### src/hdl/ref_select_pkg.sv
// Functional notes
// - clock and sync selections always change together, from one group.
// - the fast-switch pin overrides automatic master/slave choice.
// - master and slave both failed selects the standby group.
// - all three groups unavailable enters digital holdover.
// - free-run output uses oscillator accuracy plus a software trim.
// - locked mode picks the best reference and tracks it.
// - holdover keeps the last frequency measured on the old reference.
// - the digital loop runs on the external oscillator clock.
// - 8-bit registers at two-digit hex addresses over an SPI-like port.
// - bit 2 of address 34 picks SONET when one, SDH when zero.
// - the network bit loads from its pin at reset, then software owns it.
// - every input port carries its fixed 4-bit channel number.
// - default priorities 2, 3, 0, 0, 4; sync inputs have none.
// - single-ended default 8 kHz; differential and standby default 19.44 MHz.
// - single-ended inputs lock directly to the listed spot frequencies.
// - differential inputs add 155.52 MHz to the single-ended set.
// - any multiple of 8 kHz locks through the programmable divider.
// - two output clocks, each selectable from 53 frequencies.
// - 8 kHz frame and 2 kHz multiframe pulses follow the selected group.
// - a disqualified reference gives way to the next qualified priority.
package ref_select_pkg;
  localparam int CLOCK_HZ         = 125_000_000;
  localparam int FRAME_HZ         = 8000;
  localparam int MULTIFRAME_HZ    = 2000;
  localparam int FRAME_CYCLES     = CLOCK_HZ / FRAME_HZ;
  localparam int FRAMES_PER_MULTI = FRAME_HZ / MULTIFRAME_HZ;

  localparam logic [6:0] ADDR_PRIO_A  = 7'h19;
  localparam logic [6:0] ADDR_PRIO_B  = 7'h1a;
  localparam logic [6:0] ADDR_PRIO_C  = 7'h1c;
  localparam logic [6:0] ADDR_FREQ_0  = 7'h22;
  localparam logic [6:0] ADDR_FREQ_1  = 7'h23;
  localparam logic [6:0] ADDR_FREQ_2  = 7'h24;
  localparam logic [6:0] ADDR_FREQ_3  = 7'h25;
  localparam logic [6:0] ADDR_FREQ_4  = 7'h28;
  localparam logic [6:0] ADDR_IN_MODE = 7'h34;
  localparam logic [6:0] ADDR_DIFF    = 7'h36;
  localparam logic [6:0] ADDR_CALIB   = 7'h3c;
  localparam logic [6:0] ADDR_STATUS  = 7'h3d;
  localparam logic [6:0] ADDR_OUT1    = 7'h60;
  localparam logic [6:0] ADDR_OUT2    = 7'h61;

  localparam logic [7:0] PRIO_A_RESET = 8'h32;
  localparam logic [7:0] PRIO_B_RESET = 8'h00;
  localparam logic [7:0] PRIO_C_RESET = 8'h04;
  localparam logic [7:0] FREQ_8K_CFG  = 8'h02;
  localparam logic [7:0] FREQ_19M_CFG = 8'h05;
  localparam logic [3:0] FREQ_MAX_SE  = 4'h9;
  localparam logic [3:0] FREQ_155M    = 4'ha;
  localparam int         DIVN_BIT     = 7;
  localparam int         NET_BIT      = 2;
  localparam int         PRIO_W       = 4;
  localparam logic [3:0] PRIO_LAST    = 4'hf;
  localparam logic [5:0] OUT_FREQ_MAX = 6'h34;

  localparam int         NUM_REFS  = 5;
  localparam int         IDX_W     = 3;
  localparam logic [2:0] REF_M_SE  = 3'h0;
  localparam logic [2:0] REF_S_SE  = 3'h1;
  localparam logic [2:0] REF_M_DIF = 3'h2;
  localparam logic [2:0] REF_S_DIF = 3'h3;
  localparam logic [2:0] REF_STBY  = 3'h4;

  localparam logic [3:0] CH_NONE   = 4'h0;
  localparam logic [3:0] CH_M_SE   = 4'h3;
  localparam logic [3:0] CH_S_SE   = 4'h4;
  localparam logic [3:0] CH_M_DIF  = 4'h5;
  localparam logic [3:0] CH_S_DIF  = 4'h6;
  localparam logic [3:0] CH_M_SYNC = 4'h7;
  localparam logic [3:0] CH_S_SYNC = 4'h8;
  localparam logic [3:0] CH_STBY   = 4'h9;
  localparam logic [3:0] CH_B_SYNC = 4'ha;

  localparam int         NUM_PINS   = 8;
  localparam logic [7:0] PIN_RESET  = 8'h01;
  localparam int         PIN_CSB    = 0;
  localparam int         PIN_SCLK   = 1;
  localparam int         PIN_SDI    = 2;
  localparam int         PIN_SYNC_M = 3;
  localparam int         PIN_SYNC_S = 4;
  localparam int         PIN_SYNC_B = 5;
  localparam int         PIN_FORCE  = 6;
  localparam int         PIN_NET    = 7;
  localparam logic [2:0] STRAP_WAIT = 3'h4;
  localparam logic [2:0] STRAP_DONE = 3'h5;

  localparam logic [4:0] SPI_CMD_BITS = 5'h08;
  localparam logic [4:0] SPI_BITS     = 5'h10;

  localparam logic [31:0] NOMINAL_WORD = 32'h4000_0000;

  typedef enum logic [2:0] {
    FREE_RUN = 3'b001,
    LOCKED   = 3'b010,
    HOLDOVER = 3'b100
  } mode_type;
endpackage

### src/hdl/ref_input_group_selection.sv
`timescale 1ns/1ps
module ref_input_group_selection #(
  parameter int FRAME_CYCLES = ref_select_pkg::FRAME_CYCLES
) (
  input  wire logic                clock,
  input  wire logic                rstn,
  input  wire logic                csb_n,
  input  wire logic                sclk,
  input  wire logic                sdi,
  output logic                     sdo,
  input  wire logic                master_ref_valid,
  input  wire logic                slave_ref_valid,
  input  wire logic                master_diff_valid,
  input  wire logic                slave_diff_valid,
  input  wire logic                standby_ref_valid,
  input  wire logic                master_frame_pulse_in,
  input  wire logic                slave_frame_pulse_in,
  input  wire logic                standby_frame_pulse_in,
  input  wire logic                fast_switch_slave,
  input  wire logic                network_type_pin,
  input  wire logic [31:0]         measured_freq,
  output logic [31:0]              loop_freq_word,
  output ref_select_pkg::mode_type loop_mode,
  output logic [3:0]               sel_clock_channel,
  output logic [3:0]               sel_sync_channel,
  output logic                     network_type_select,
  output logic [5:0]               out1_freq_sel,
  output logic [5:0]               out2_freq_sel,
  output logic                     frame_pulse_out,
  output logic                     multiframe_pulse_out
);
  import ref_select_pkg::*;

  logic [NUM_PINS-1:0] pin_raw;
  logic [NUM_PINS-1:0] pin_s1;
  logic [NUM_PINS-1:0] pin_s2;
  logic [NUM_PINS-1:0] pin_s3;
  logic [NUM_PINS-1:0] pin_filt;
  logic [NUM_PINS-1:0] pin_prev;
  logic [NUM_PINS-1:0] pin_rise;
  logic [NUM_PINS-1:0] pin_fall;
  logic [4:0]          bit_count;
  logic [7:0]          cmd;
  logic [7:0]          data_sh;
  logic [7:0]          rd_sh;
  logic [7:0]          rd_data;
  logic [6:0]          rd_addr;
  logic                rd_load;
  logic                wr_strobe;
  logic [6:0]          wr_addr;
  logic [7:0]          wr_data;
  logic [7:0]          prio_a;
  logic [7:0]          prio_b;
  logic [7:0]          prio_c;
  logic [7:0]          freq_cfg [NUM_REFS];
  logic [7:0]          in_mode;
  logic [7:0]          diff_cfg;
  logic [7:0]          calib;
  logic [2:0]          strap_count;
  logic                strap_load;
  logic [3:0]          prio [NUM_REFS];
  logic [NUM_REFS-1:0] ref_valid;
  logic [NUM_REFS-1:0] port_ok;
  logic [NUM_REFS-1:0] eligible;
  logic [NUM_REFS-1:0] cand_ok;
  logic                ms_failed;
  logic                any_ok;
  logic [IDX_W-1:0]    best_idx;
  logic [IDX_W-1:0]    cur_idx;
  logic [31:0]         held_freq;
  logic                sync_hit;
  logic                sync_align;

  function automatic logic [3:0] clock_chan(input logic [IDX_W-1:0] idx);
    clock_chan = CH_STBY;
    if (idx == REF_M_SE) clock_chan = CH_M_SE;
    else if (idx == REF_S_SE) clock_chan = CH_S_SE;
    else if (idx == REF_M_DIF) clock_chan = CH_M_DIF;
    else if (idx == REF_S_DIF) clock_chan = CH_S_DIF;
  endfunction

  function automatic logic [3:0] sync_chan(input logic [IDX_W-1:0] idx);
    sync_chan = CH_B_SYNC;
    if (idx == REF_M_SE || idx == REF_M_DIF) sync_chan = CH_M_SYNC;
    else if (idx == REF_S_SE || idx == REF_S_DIF) sync_chan = CH_S_SYNC;
  endfunction

  function automatic logic freq_ok(input logic [7:0] cfg, input logic diff);
    freq_ok = cfg[DIVN_BIT] || (cfg[3:0] <= FREQ_MAX_SE) || (diff && cfg[3:0] == FREQ_155M);
  endfunction

  // pins: three stages, filtered value moves only when stages two and three agree
  assign pin_raw = {network_type_pin, fast_switch_slave, standby_frame_pulse_in,
                    slave_frame_pulse_in, master_frame_pulse_in, sdi, sclk, csb_n};

  always_ff @(posedge clock or negedge rstn) begin
    if (!rstn) begin
      pin_s1   <= PIN_RESET;
      pin_s2   <= PIN_RESET;
      pin_s3   <= PIN_RESET;
      pin_filt <= PIN_RESET;
      pin_prev <= PIN_RESET;
    end else begin
      pin_s1   <= pin_raw;
      pin_s2   <= pin_s1;
      pin_s3   <= pin_s2;
      pin_filt <= (pin_filt & (pin_s2 ^ pin_s3)) | (pin_s3 & ~(pin_s2 ^ pin_s3));
      pin_prev <= pin_filt;
    end
  end

  assign pin_rise = pin_filt & ~pin_prev;
  assign pin_fall = ~pin_filt & pin_prev;

  // serial port: command byte (read flag, 7-bit address) then one data byte
  assign rd_addr   = {cmd[5:0], pin_filt[PIN_SDI]};
  assign rd_load   = !pin_filt[PIN_CSB] && pin_rise[PIN_SCLK] &&
                     bit_count == SPI_CMD_BITS - 5'h01 && cmd[6];
  assign wr_strobe = !pin_filt[PIN_CSB] && pin_rise[PIN_SCLK] &&
                     bit_count == SPI_BITS - 5'h01 && !cmd[7];
  assign wr_addr   = cmd[6:0];
  assign wr_data   = {data_sh[6:0], pin_filt[PIN_SDI]};

  always_ff @(posedge clock or negedge rstn) begin
    if (!rstn) begin
      bit_count <= '0;
      cmd       <= '0;
      data_sh   <= '0;
    end else if (pin_filt[PIN_CSB]) begin
      bit_count <= '0;
    end else if (pin_rise[PIN_SCLK] && bit_count != SPI_BITS) begin
      if (bit_count < SPI_CMD_BITS) begin
        cmd <= {cmd[6:0], pin_filt[PIN_SDI]};
      end else begin
        data_sh <= {data_sh[6:0], pin_filt[PIN_SDI]};
      end
      bit_count <= bit_count + 5'h01;
    end
  end

  // first read bit must be out before the ninth rising edge
  always_ff @(posedge clock or negedge rstn) begin
    if (!rstn) begin
      rd_sh <= '0;
      sdo   <= 1'b0;
    end else if (pin_filt[PIN_CSB]) begin
      sdo <= 1'b0;
    end else if (rd_load) begin
      rd_sh <= rd_data;
      sdo   <= rd_data[7];
    end else if (pin_fall[PIN_SCLK] && bit_count > SPI_CMD_BITS) begin
      rd_sh <= {rd_sh[6:0], 1'b0};
      sdo   <= rd_sh[6];
    end
  end

  always_comb begin
    rd_data = '0;
    if (rd_addr == ADDR_PRIO_A) rd_data = prio_a;
    else if (rd_addr == ADDR_PRIO_B) rd_data = prio_b;
    else if (rd_addr == ADDR_PRIO_C) rd_data = prio_c;
    else if (rd_addr == ADDR_FREQ_0) rd_data = freq_cfg[0];
    else if (rd_addr == ADDR_FREQ_1) rd_data = freq_cfg[1];
    else if (rd_addr == ADDR_FREQ_2) rd_data = freq_cfg[2];
    else if (rd_addr == ADDR_FREQ_3) rd_data = freq_cfg[3];
    else if (rd_addr == ADDR_FREQ_4) rd_data = freq_cfg[4];
    else if (rd_addr == ADDR_IN_MODE) rd_data = in_mode;
    else if (rd_addr == ADDR_DIFF) rd_data = diff_cfg;
    else if (rd_addr == ADDR_CALIB) rd_data = calib;
    else if (rd_addr == ADDR_STATUS) rd_data = {sel_clock_channel, 1'b0, loop_mode};
    else if (rd_addr == ADDR_OUT1) rd_data = {2'b00, out1_freq_sel};
    else if (rd_addr == ADDR_OUT2) rd_data = {2'b00, out2_freq_sel};
  end

  // strap sampled only once the pin filter has settled after release
  always_ff @(posedge clock or negedge rstn) begin
    if (!rstn) begin
      strap_count <= '0;
    end else if (strap_count != STRAP_DONE) begin
      strap_count <= strap_count + 3'h1;
    end
  end

  assign strap_load = strap_count == STRAP_WAIT;

  always_ff @(posedge clock or negedge rstn) begin
    if (!rstn) begin
      prio_a        <= PRIO_A_RESET;
      prio_b        <= PRIO_B_RESET;
      prio_c        <= PRIO_C_RESET;
      freq_cfg[0]   <= FREQ_8K_CFG;
      freq_cfg[1]   <= FREQ_8K_CFG;
      freq_cfg[2]   <= FREQ_19M_CFG;
      freq_cfg[3]   <= FREQ_19M_CFG;
      freq_cfg[4]   <= FREQ_19M_CFG;
      in_mode       <= '0;
      diff_cfg      <= '0;
      calib         <= '0;
      out1_freq_sel <= '0;
      out2_freq_sel <= '0;
    end else begin
      if (strap_load) begin
        in_mode[NET_BIT] <= pin_filt[PIN_NET];
      end else if (wr_strobe && wr_addr == ADDR_IN_MODE) begin
        in_mode <= wr_data;
      end
      if (wr_strobe) begin
        if (wr_addr == ADDR_PRIO_A) prio_a <= wr_data;
        else if (wr_addr == ADDR_PRIO_B) prio_b <= wr_data;
        else if (wr_addr == ADDR_PRIO_C) prio_c <= wr_data;
        else if (wr_addr == ADDR_FREQ_0) freq_cfg[0] <= wr_data;
        else if (wr_addr == ADDR_FREQ_1) freq_cfg[1] <= wr_data;
        else if (wr_addr == ADDR_FREQ_2) freq_cfg[2] <= wr_data;
        else if (wr_addr == ADDR_FREQ_3) freq_cfg[3] <= wr_data;
        else if (wr_addr == ADDR_FREQ_4) freq_cfg[4] <= wr_data;
        else if (wr_addr == ADDR_DIFF) diff_cfg <= wr_data;
        else if (wr_addr == ADDR_CALIB) calib <= wr_data;
        else if (wr_addr == ADDR_OUT1) begin
          out1_freq_sel <= (wr_data[5:0] > OUT_FREQ_MAX) ? OUT_FREQ_MAX : wr_data[5:0];
        end else if (wr_addr == ADDR_OUT2) begin
          out2_freq_sel <= (wr_data[5:0] > OUT_FREQ_MAX) ? OUT_FREQ_MAX : wr_data[5:0];
        end
      end
    end
  end

  assign network_type_select = in_mode[NET_BIT];

  // qualification of the five clock ports
  assign ref_valid = {standby_ref_valid, slave_diff_valid, master_diff_valid,
                      slave_ref_valid, master_ref_valid};
  assign prio[0]   = prio_a[PRIO_W-1:0];
  assign prio[1]   = prio_a[2*PRIO_W-1:PRIO_W];
  assign prio[2]   = prio_b[PRIO_W-1:0];
  assign prio[3]   = prio_b[2*PRIO_W-1:PRIO_W];
  assign prio[4]   = prio_c[PRIO_W-1:0];
  assign port_ok   = {1'b1, diff_cfg[1], diff_cfg[0], !diff_cfg[1], !diff_cfg[0]};

  assign eligible[REF_M_SE]  = ref_valid[REF_M_SE] && port_ok[REF_M_SE] &&
                               prio[REF_M_SE] != '0 && !pin_filt[PIN_FORCE] &&
                               freq_ok(freq_cfg[REF_M_SE], 1'b0);
  assign eligible[REF_S_SE]  = ref_valid[REF_S_SE] && port_ok[REF_S_SE] &&
                               prio[REF_S_SE] != '0 && freq_ok(freq_cfg[REF_S_SE], 1'b0);
  assign eligible[REF_M_DIF] = ref_valid[REF_M_DIF] && port_ok[REF_M_DIF] &&
                               prio[REF_M_DIF] != '0 && !pin_filt[PIN_FORCE] &&
                               freq_ok(freq_cfg[REF_M_DIF], 1'b1);
  assign eligible[REF_S_DIF] = ref_valid[REF_S_DIF] && port_ok[REF_S_DIF] &&
                               prio[REF_S_DIF] != '0 && freq_ok(freq_cfg[REF_S_DIF], 1'b1);
  assign eligible[REF_STBY]  = ref_valid[REF_STBY] && prio[REF_STBY] != '0 &&
                               freq_ok(freq_cfg[REF_STBY], 1'b0);

  assign ms_failed = !(|(ref_valid[REF_S_DIF:REF_M_SE] & port_ok[REF_S_DIF:REF_M_SE]));
  // standby is taken on master and slave loss even with priority zero
  assign cand_ok   = eligible | {ms_failed && ref_valid[REF_STBY], 4'h0};

  always_comb begin
    logic [3:0] best_prio;
    logic [3:0] eff;
    best_prio = PRIO_LAST;
    eff       = PRIO_LAST;
    best_idx  = REF_STBY;
    any_ok    = 1'b0;
    for (int i = 0; i < NUM_REFS; i++) begin
      eff = (prio[i] == '0) ? PRIO_LAST : prio[i];
      if (cand_ok[i] && (!any_ok || eff < best_prio)) begin
        best_prio = eff;
        best_idx  = IDX_W'(i);
        any_ok    = 1'b1;
      end
    end
  end

  // non-revertive: a working reference is kept until it is disqualified
  always_ff @(posedge clock or negedge rstn) begin
    if (!rstn) begin
      loop_mode         <= FREE_RUN;
      cur_idx           <= REF_STBY;
      sel_clock_channel <= CH_NONE;
      sel_sync_channel  <= CH_NONE;
    end else begin
      case (loop_mode)
        FREE_RUN, HOLDOVER: begin
          if (any_ok) begin
            loop_mode         <= LOCKED;
            cur_idx           <= best_idx;
            sel_clock_channel <= clock_chan(best_idx);
            sel_sync_channel  <= sync_chan(best_idx);
          end
        end
        LOCKED: begin
          if (!cand_ok[cur_idx]) begin
            if (any_ok) begin
              cur_idx           <= best_idx;
              sel_clock_channel <= clock_chan(best_idx);
              sel_sync_channel  <= sync_chan(best_idx);
            end else begin
              loop_mode <= HOLDOVER;
            end
          end
        end
        default: loop_mode <= FREE_RUN;
      endcase
    end
  end

  // loop runs on the oscillator clock, so free-run stability is the oscillator's
  always_ff @(posedge clock or negedge rstn) begin
    if (!rstn) begin
      loop_freq_word <= NOMINAL_WORD;
      held_freq      <= NOMINAL_WORD;
    end else begin
      if (loop_mode == LOCKED) begin
        held_freq      <= measured_freq;
        loop_freq_word <= measured_freq;
      end else if (loop_mode == HOLDOVER) begin
        loop_freq_word <= held_freq;
      end else begin
        loop_freq_word <= NOMINAL_WORD + {{24{calib[7]}}, calib};
      end
    end
  end

  always_comb begin
    sync_hit = pin_rise[PIN_SYNC_B];
    if (sel_sync_channel == CH_M_SYNC) sync_hit = pin_rise[PIN_SYNC_M];
    else if (sel_sync_channel == CH_S_SYNC) sync_hit = pin_rise[PIN_SYNC_S];
  end

  assign sync_align = sync_hit && loop_mode == LOCKED;

  pulse_divider #(.PERIOD(FRAME_CYCLES)) frame_gen (
    .clock (clock),
    .rstn  (rstn),
    .tick  (1'b1),
    .align (sync_align),
    .pulse (frame_pulse_out)
  );

  pulse_divider #(.PERIOD(FRAMES_PER_MULTI)) multiframe_gen (
    .clock (clock),
    .rstn  (rstn),
    .tick  (frame_pulse_out && !multiframe_pulse_out), // align's own frame is not a new one
    .align (sync_align),
    .pulse (multiframe_pulse_out)
  );

  sync_pairing_a: assert property (@(posedge clock) disable iff (!rstn)
    loop_mode == LOCKED |-> sel_sync_channel == sync_chan(cur_idx))
    else $error("sync channel not from the selected group");

  fast_switch_a: assert property (@(posedge clock) disable iff (!rstn)
    pin_filt[PIN_FORCE] && $past(pin_filt[PIN_FORCE]) && loop_mode == LOCKED
    |-> cur_idx != REF_M_SE && cur_idx != REF_M_DIF)
    else $error("master kept while slave forced");

  standby_fallback_a: assert property (@(posedge clock) disable iff (!rstn)
    ms_failed && standby_ref_valid |=> sel_clock_channel == CH_STBY && loop_mode == LOCKED)
    else $error("standby not selected after master and slave loss");

  holdover_entry_a: assert property (@(posedge clock) disable iff (!rstn)
    loop_mode == LOCKED && ms_failed && !standby_ref_valid |=> loop_mode == HOLDOVER)
    else $error("holdover not entered");

  free_run_word_a: assert property (@(posedge clock) disable iff (!rstn)
    loop_mode == FREE_RUN |=>
    loop_freq_word == NOMINAL_WORD + {{24{$past(calib[7])}}, $past(calib)})
    else $error("free-run word not trimmed nominal");

  locked_track_a: assert property (@(posedge clock) disable iff (!rstn)
    loop_mode == LOCKED |=> loop_freq_word == $past(measured_freq))
    else $error("locked word not tracking measurement");

  holdover_hold_a: assert property (@(posedge clock) disable iff (!rstn)
    loop_mode == HOLDOVER && $past(loop_mode) == HOLDOVER |=> $stable(loop_freq_word))
    else $error("holdover word drifted");

  strap_load_a: assert property (@(posedge clock) disable iff (!rstn)
    strap_load |=> network_type_select == $past(pin_filt[PIN_NET]))
    else $error("network type not loaded from pin");
endmodule

### src/hdl/pulse_divider.sv
`timescale 1ns/1ps
module pulse_divider #(
  parameter int PERIOD = 4
) (
  input  wire logic clock,
  input  wire logic rstn,
  input  wire logic tick,
  input  wire logic align,
  output logic      pulse
);
  localparam int            W    = $clog2(PERIOD);
  localparam logic [W-1:0]  LAST = W'(PERIOD - 1);

  logic [W-1:0] count;

  // align restarts the period so output edges track the chosen sync input
  always_ff @(posedge clock or negedge rstn) begin
    if (!rstn) begin
      count <= '0;
      pulse <= 1'b0;
    end else begin
      pulse <= 1'b0;
      if (align) begin
        count <= '0;
        pulse <= 1'b1;
      end else if (tick) begin
        if (count == LAST) begin
          count <= '0;
          pulse <= 1'b1;
        end else begin
          count <= count + 1'b1;
        end
      end
    end
  end
endmodule

### config.mk
export PLATFORM = sky130hd
export DESIGN_NAME = ref_input_group_selection
export DESIGN_NICKNAME = d
export VERILOG_FILES = /design/src/hdl/ref_select_pkg.sv /design/src/hdl/ref_input_group_selection.sv /design/src/hdl/pulse_divider.sv
export SDC_FILE = /design/constraint.sdc
export NUM_CORES = 1
export LEC_CHECK = 0
export BUFFER_PORTS_ARGS = -buffer_cell sky130_fd_sc_hd__buf_4
export CORE_MARGIN = 5
export CORE_UTILIZATION = 64
export CTS_CLUSTER_SIZE = 16
export DETAILED_ROUTE_END_ITERATION = 8
export GPL_TIMING_DRIVEN = 0
export HOLD_SLACK_MARGIN = 0.15
export MAX_ROUTING_LAYER = met4
export PLACE_DENSITY_LB_ADDON = 0.12
export SLEW_MARGIN = 40
export SYNTH_ARGS = -nofsm -noshare
export SYNTH_HDL_FRONTEND = slang
export SYNTH_SLANG_ARGS = --single-unit
### constraint.sdc
create_clock -name clock -period 15.8 [get_ports clock]
set_input_delay 4.74 -clock clock [delete_from_list [all_inputs] [get_ports clock]]
set_output_delay 4.74 -clock clock [all_outputs]
set_load 0.02 [all_outputs]
==> metrics <==
CP max-delay cell a21oi_1; max frequency 84.8 MHz; Leak 0.00672 uW; critical path data required time 16.22 ns; Layout Cells excl Fill 1488; status completed; Clock Skew 0.0115 ns; Port Buffers 105; R2R depth 28; Die Height 147 um; most used cell, CP a21oi_1; DR pass1 iterations 5; I/O pin total 106; DR vias 9190; Final Power 1680 uW; Max Cap Violations 0; flops & latches, synth 262; endpoints failing hold 0; Setup TNS 0 ns; WS Path Type in -> reg; Worst Hold Depth 0; RSZ-0062 raised after global routing false; Finished Core Util 0.768; vias in the first global route 9333; CP endpoint kind register; number of buffers created by CTS 28; vias per cell 6.18; Area Growth Syn to Fin 18.8%; ys flop type dfrtp_1; power per cell area 117 nW/um2; WL/cell 20.6 um; global-route wire length before repair 50100 um; Post-synth EDFFs 0; CTS tree yes; nets@finish 1298; Yosys warning count 0; Die X 147 um; H-Tree Depth 1; Antenna Diode Count 0; Area contributors post-synth dfrtp_1, mux2_2, nand2_1, dfstp_2, nor2_1; layout cells sized above 1 0.259; most common cell in the netlist dfrtp_1; grt total ovfl 0; cell type with the largest total area after synthesis dfrtp_1; Worst Max-Slew Pin Slew 0.851 ns; CP peak stage delay 0.52 ns; Post-Place Cells 1436; Async SR Flop Fraction 1.00; Antenna Nets Post-Route 0; Max FO, Critical Path 10; Iter 0 DRT Violations 727; clk buf depth 3; initial antenna violation count 0; global placement routability congestion 0.950; post-CTS resize count 0; Initial Util 0.647; Synth top cells by count dfrtp_1, nand2_1, mux2_2; min cycle time layout 11.79 ns; Worst Path Arrival 12.21 ns; Worst VDD drop 118 uV; DIE AREA 21700 um2; CTS root buf clkbuf_16; drt drc 0; worst hold path type reg -> reg; # rows 50; largest net degree at the start of global routing 79; Core Area 18600 um2; Final Max Tran Viols 0; Worst setup SP type primary input; Tcrit/Tclk final 0.746; Synth Area per Inst 11.0 um2; Synth top area share 0.502; Distinct cells, synth 78; Final Setup Violations 0; CTS Hold Buffers Added 0; WHS 0.348 ns; Mapped Cells 1091; Seq/Total Area, Yosys 0.546; global-route usage over all layers 0.294; Total Routed Length 30600 um; Post-CTS Repair Setup Buffers 0; hpwl dp 21600 um; Reg clk slew, reported paths 0.06 ns; Rel. slew slack 0.430; CTS sink count 262; clk_lat worst skew 0.53 ns; syn nets 1157; Synth Cell Area 12100 um2
[report_power, final]
part / leakage, uW / internal [uW] / total [uW] / switching [uW]
clock network: 0.000509 / 448 / 711 / 263
registers: 0.00336 / 725 / 773 / 47.4
logic: 0.00286 / 74.3 / 196 / 122
[critical path: cells and delay by family]
kind	cells	cell delay, ns
adders and majority gates	4	1.17
muxes	3	1.17
and+or+nand+nor	5	1.20
AOI/OAI and AO/OA	14	3.56
buffers and inverters	3	0.39
[cells in the final DEF (no fill, tap or decap), types with 5 or more instances in the layout]
master       n
a211oi_1     8
maj3_1       8
bufinv_16    5
o21ai_0     34
nand2_1    155
dfrtp_1    242
mux2_2     112
nand3_1     17
nand2b_1    14
a31oi_1      7
buf_4      105
nor3_1      12
or3_1        5
a221oi_1     6
a21o_1       5
dfstp_2     20
ha_1        19
nor3b_1      8
xor2_1       7
a221o_1     25
o22ai_1      7
o21a_1       5
clkbuf_16   29
xnor2_1     10
nor2_1      81
nor2b_1      5
clkinv_2     7
nor4_1       7
clkbuf_8     7
or2_2       10
clkbuf_1    55
mux2i_1     20
inv_1       27
a22oi_1     11
a21oi_1     44
a211o_1      5
and3_1       7
[path summary, 6_finish.rpt]
path / start / to / slack (ns)
worst min-delay path: pin_s1[4] / pin_s2[4] / 0.35
worst max register to register: prio_a[5] / sel_sync_channel[3] / 7.78
worst max-delay path: master_ref_valid / sel_sync_channel[3] / 4.01
min in group asynchronous: rstn / frame_gen.count[6] / 4.11
max in group asynchronous: rstn / pin_s2[0] / 10.56
worst min register to register: pin_s1[4] / pin_s2[4] / 0.35
[registers in the layout, summed over array words and instances, names as in the netlist, 14 cells and up, named ones only]
| name | cells |
|---|---|
| frame_gen.count | 14 |
| freq_cfg | 40 |
| held_freq | 32 |
| loop_freq_word | 32 |
[through the flow]
| step | cell area [um2] | setup WS [ns] |
|---|---|---|
| floorplan | 12100 | 4.53 |
| global placement | 13100 | 3.66 |
| detailed placement | 13300 | 3.51 |
| CTS | 14300 | 4.05 |
| global route | 14300 | 3.45 |
| finish | 14300 | 4.01 |
[routing by layer]
layer | track usage | share of wire | up-vias
li1 | - | - | 4197
met1 | 0.400 | 0.42 | 4567
met2 | 0.466 | 0.48 | 356
met3 | 0.0398 | 0.067 | 70
met4 | 0.0899 | 0.032 | 0
met5 | - | 0 | -
[final cells by class]
class                           count  area, um2
Inverter                           27        101
Tap cell                          234        293
Fill cell                        1250       4330
Sequential cell                   262       6580
Multi-Input combinational cell    743       5190
Timing Repair Buffer              111        893
Buffer                             59        234
Clock buffer                       39        833
Clock inverter                     13        193
[kinds of logic (layout without fill, tap and decap cells)]
family                   after synthesis  in the layout  synth area share
AO/OA/AOI/OAI                        208            208             0.125
XOR/XNOR                              17             17            0.0124
adder cells (fa/ha/maj)               27             27            0.0264
buffers and inverters                 86            249            0.0278
flip-flops                           262            262             0.546
multiplexers                         134            134             0.124
AND/OR/NAND/NOR                      357            357             0.139
No activity file was read; power rests on OpenSTA's default activity.
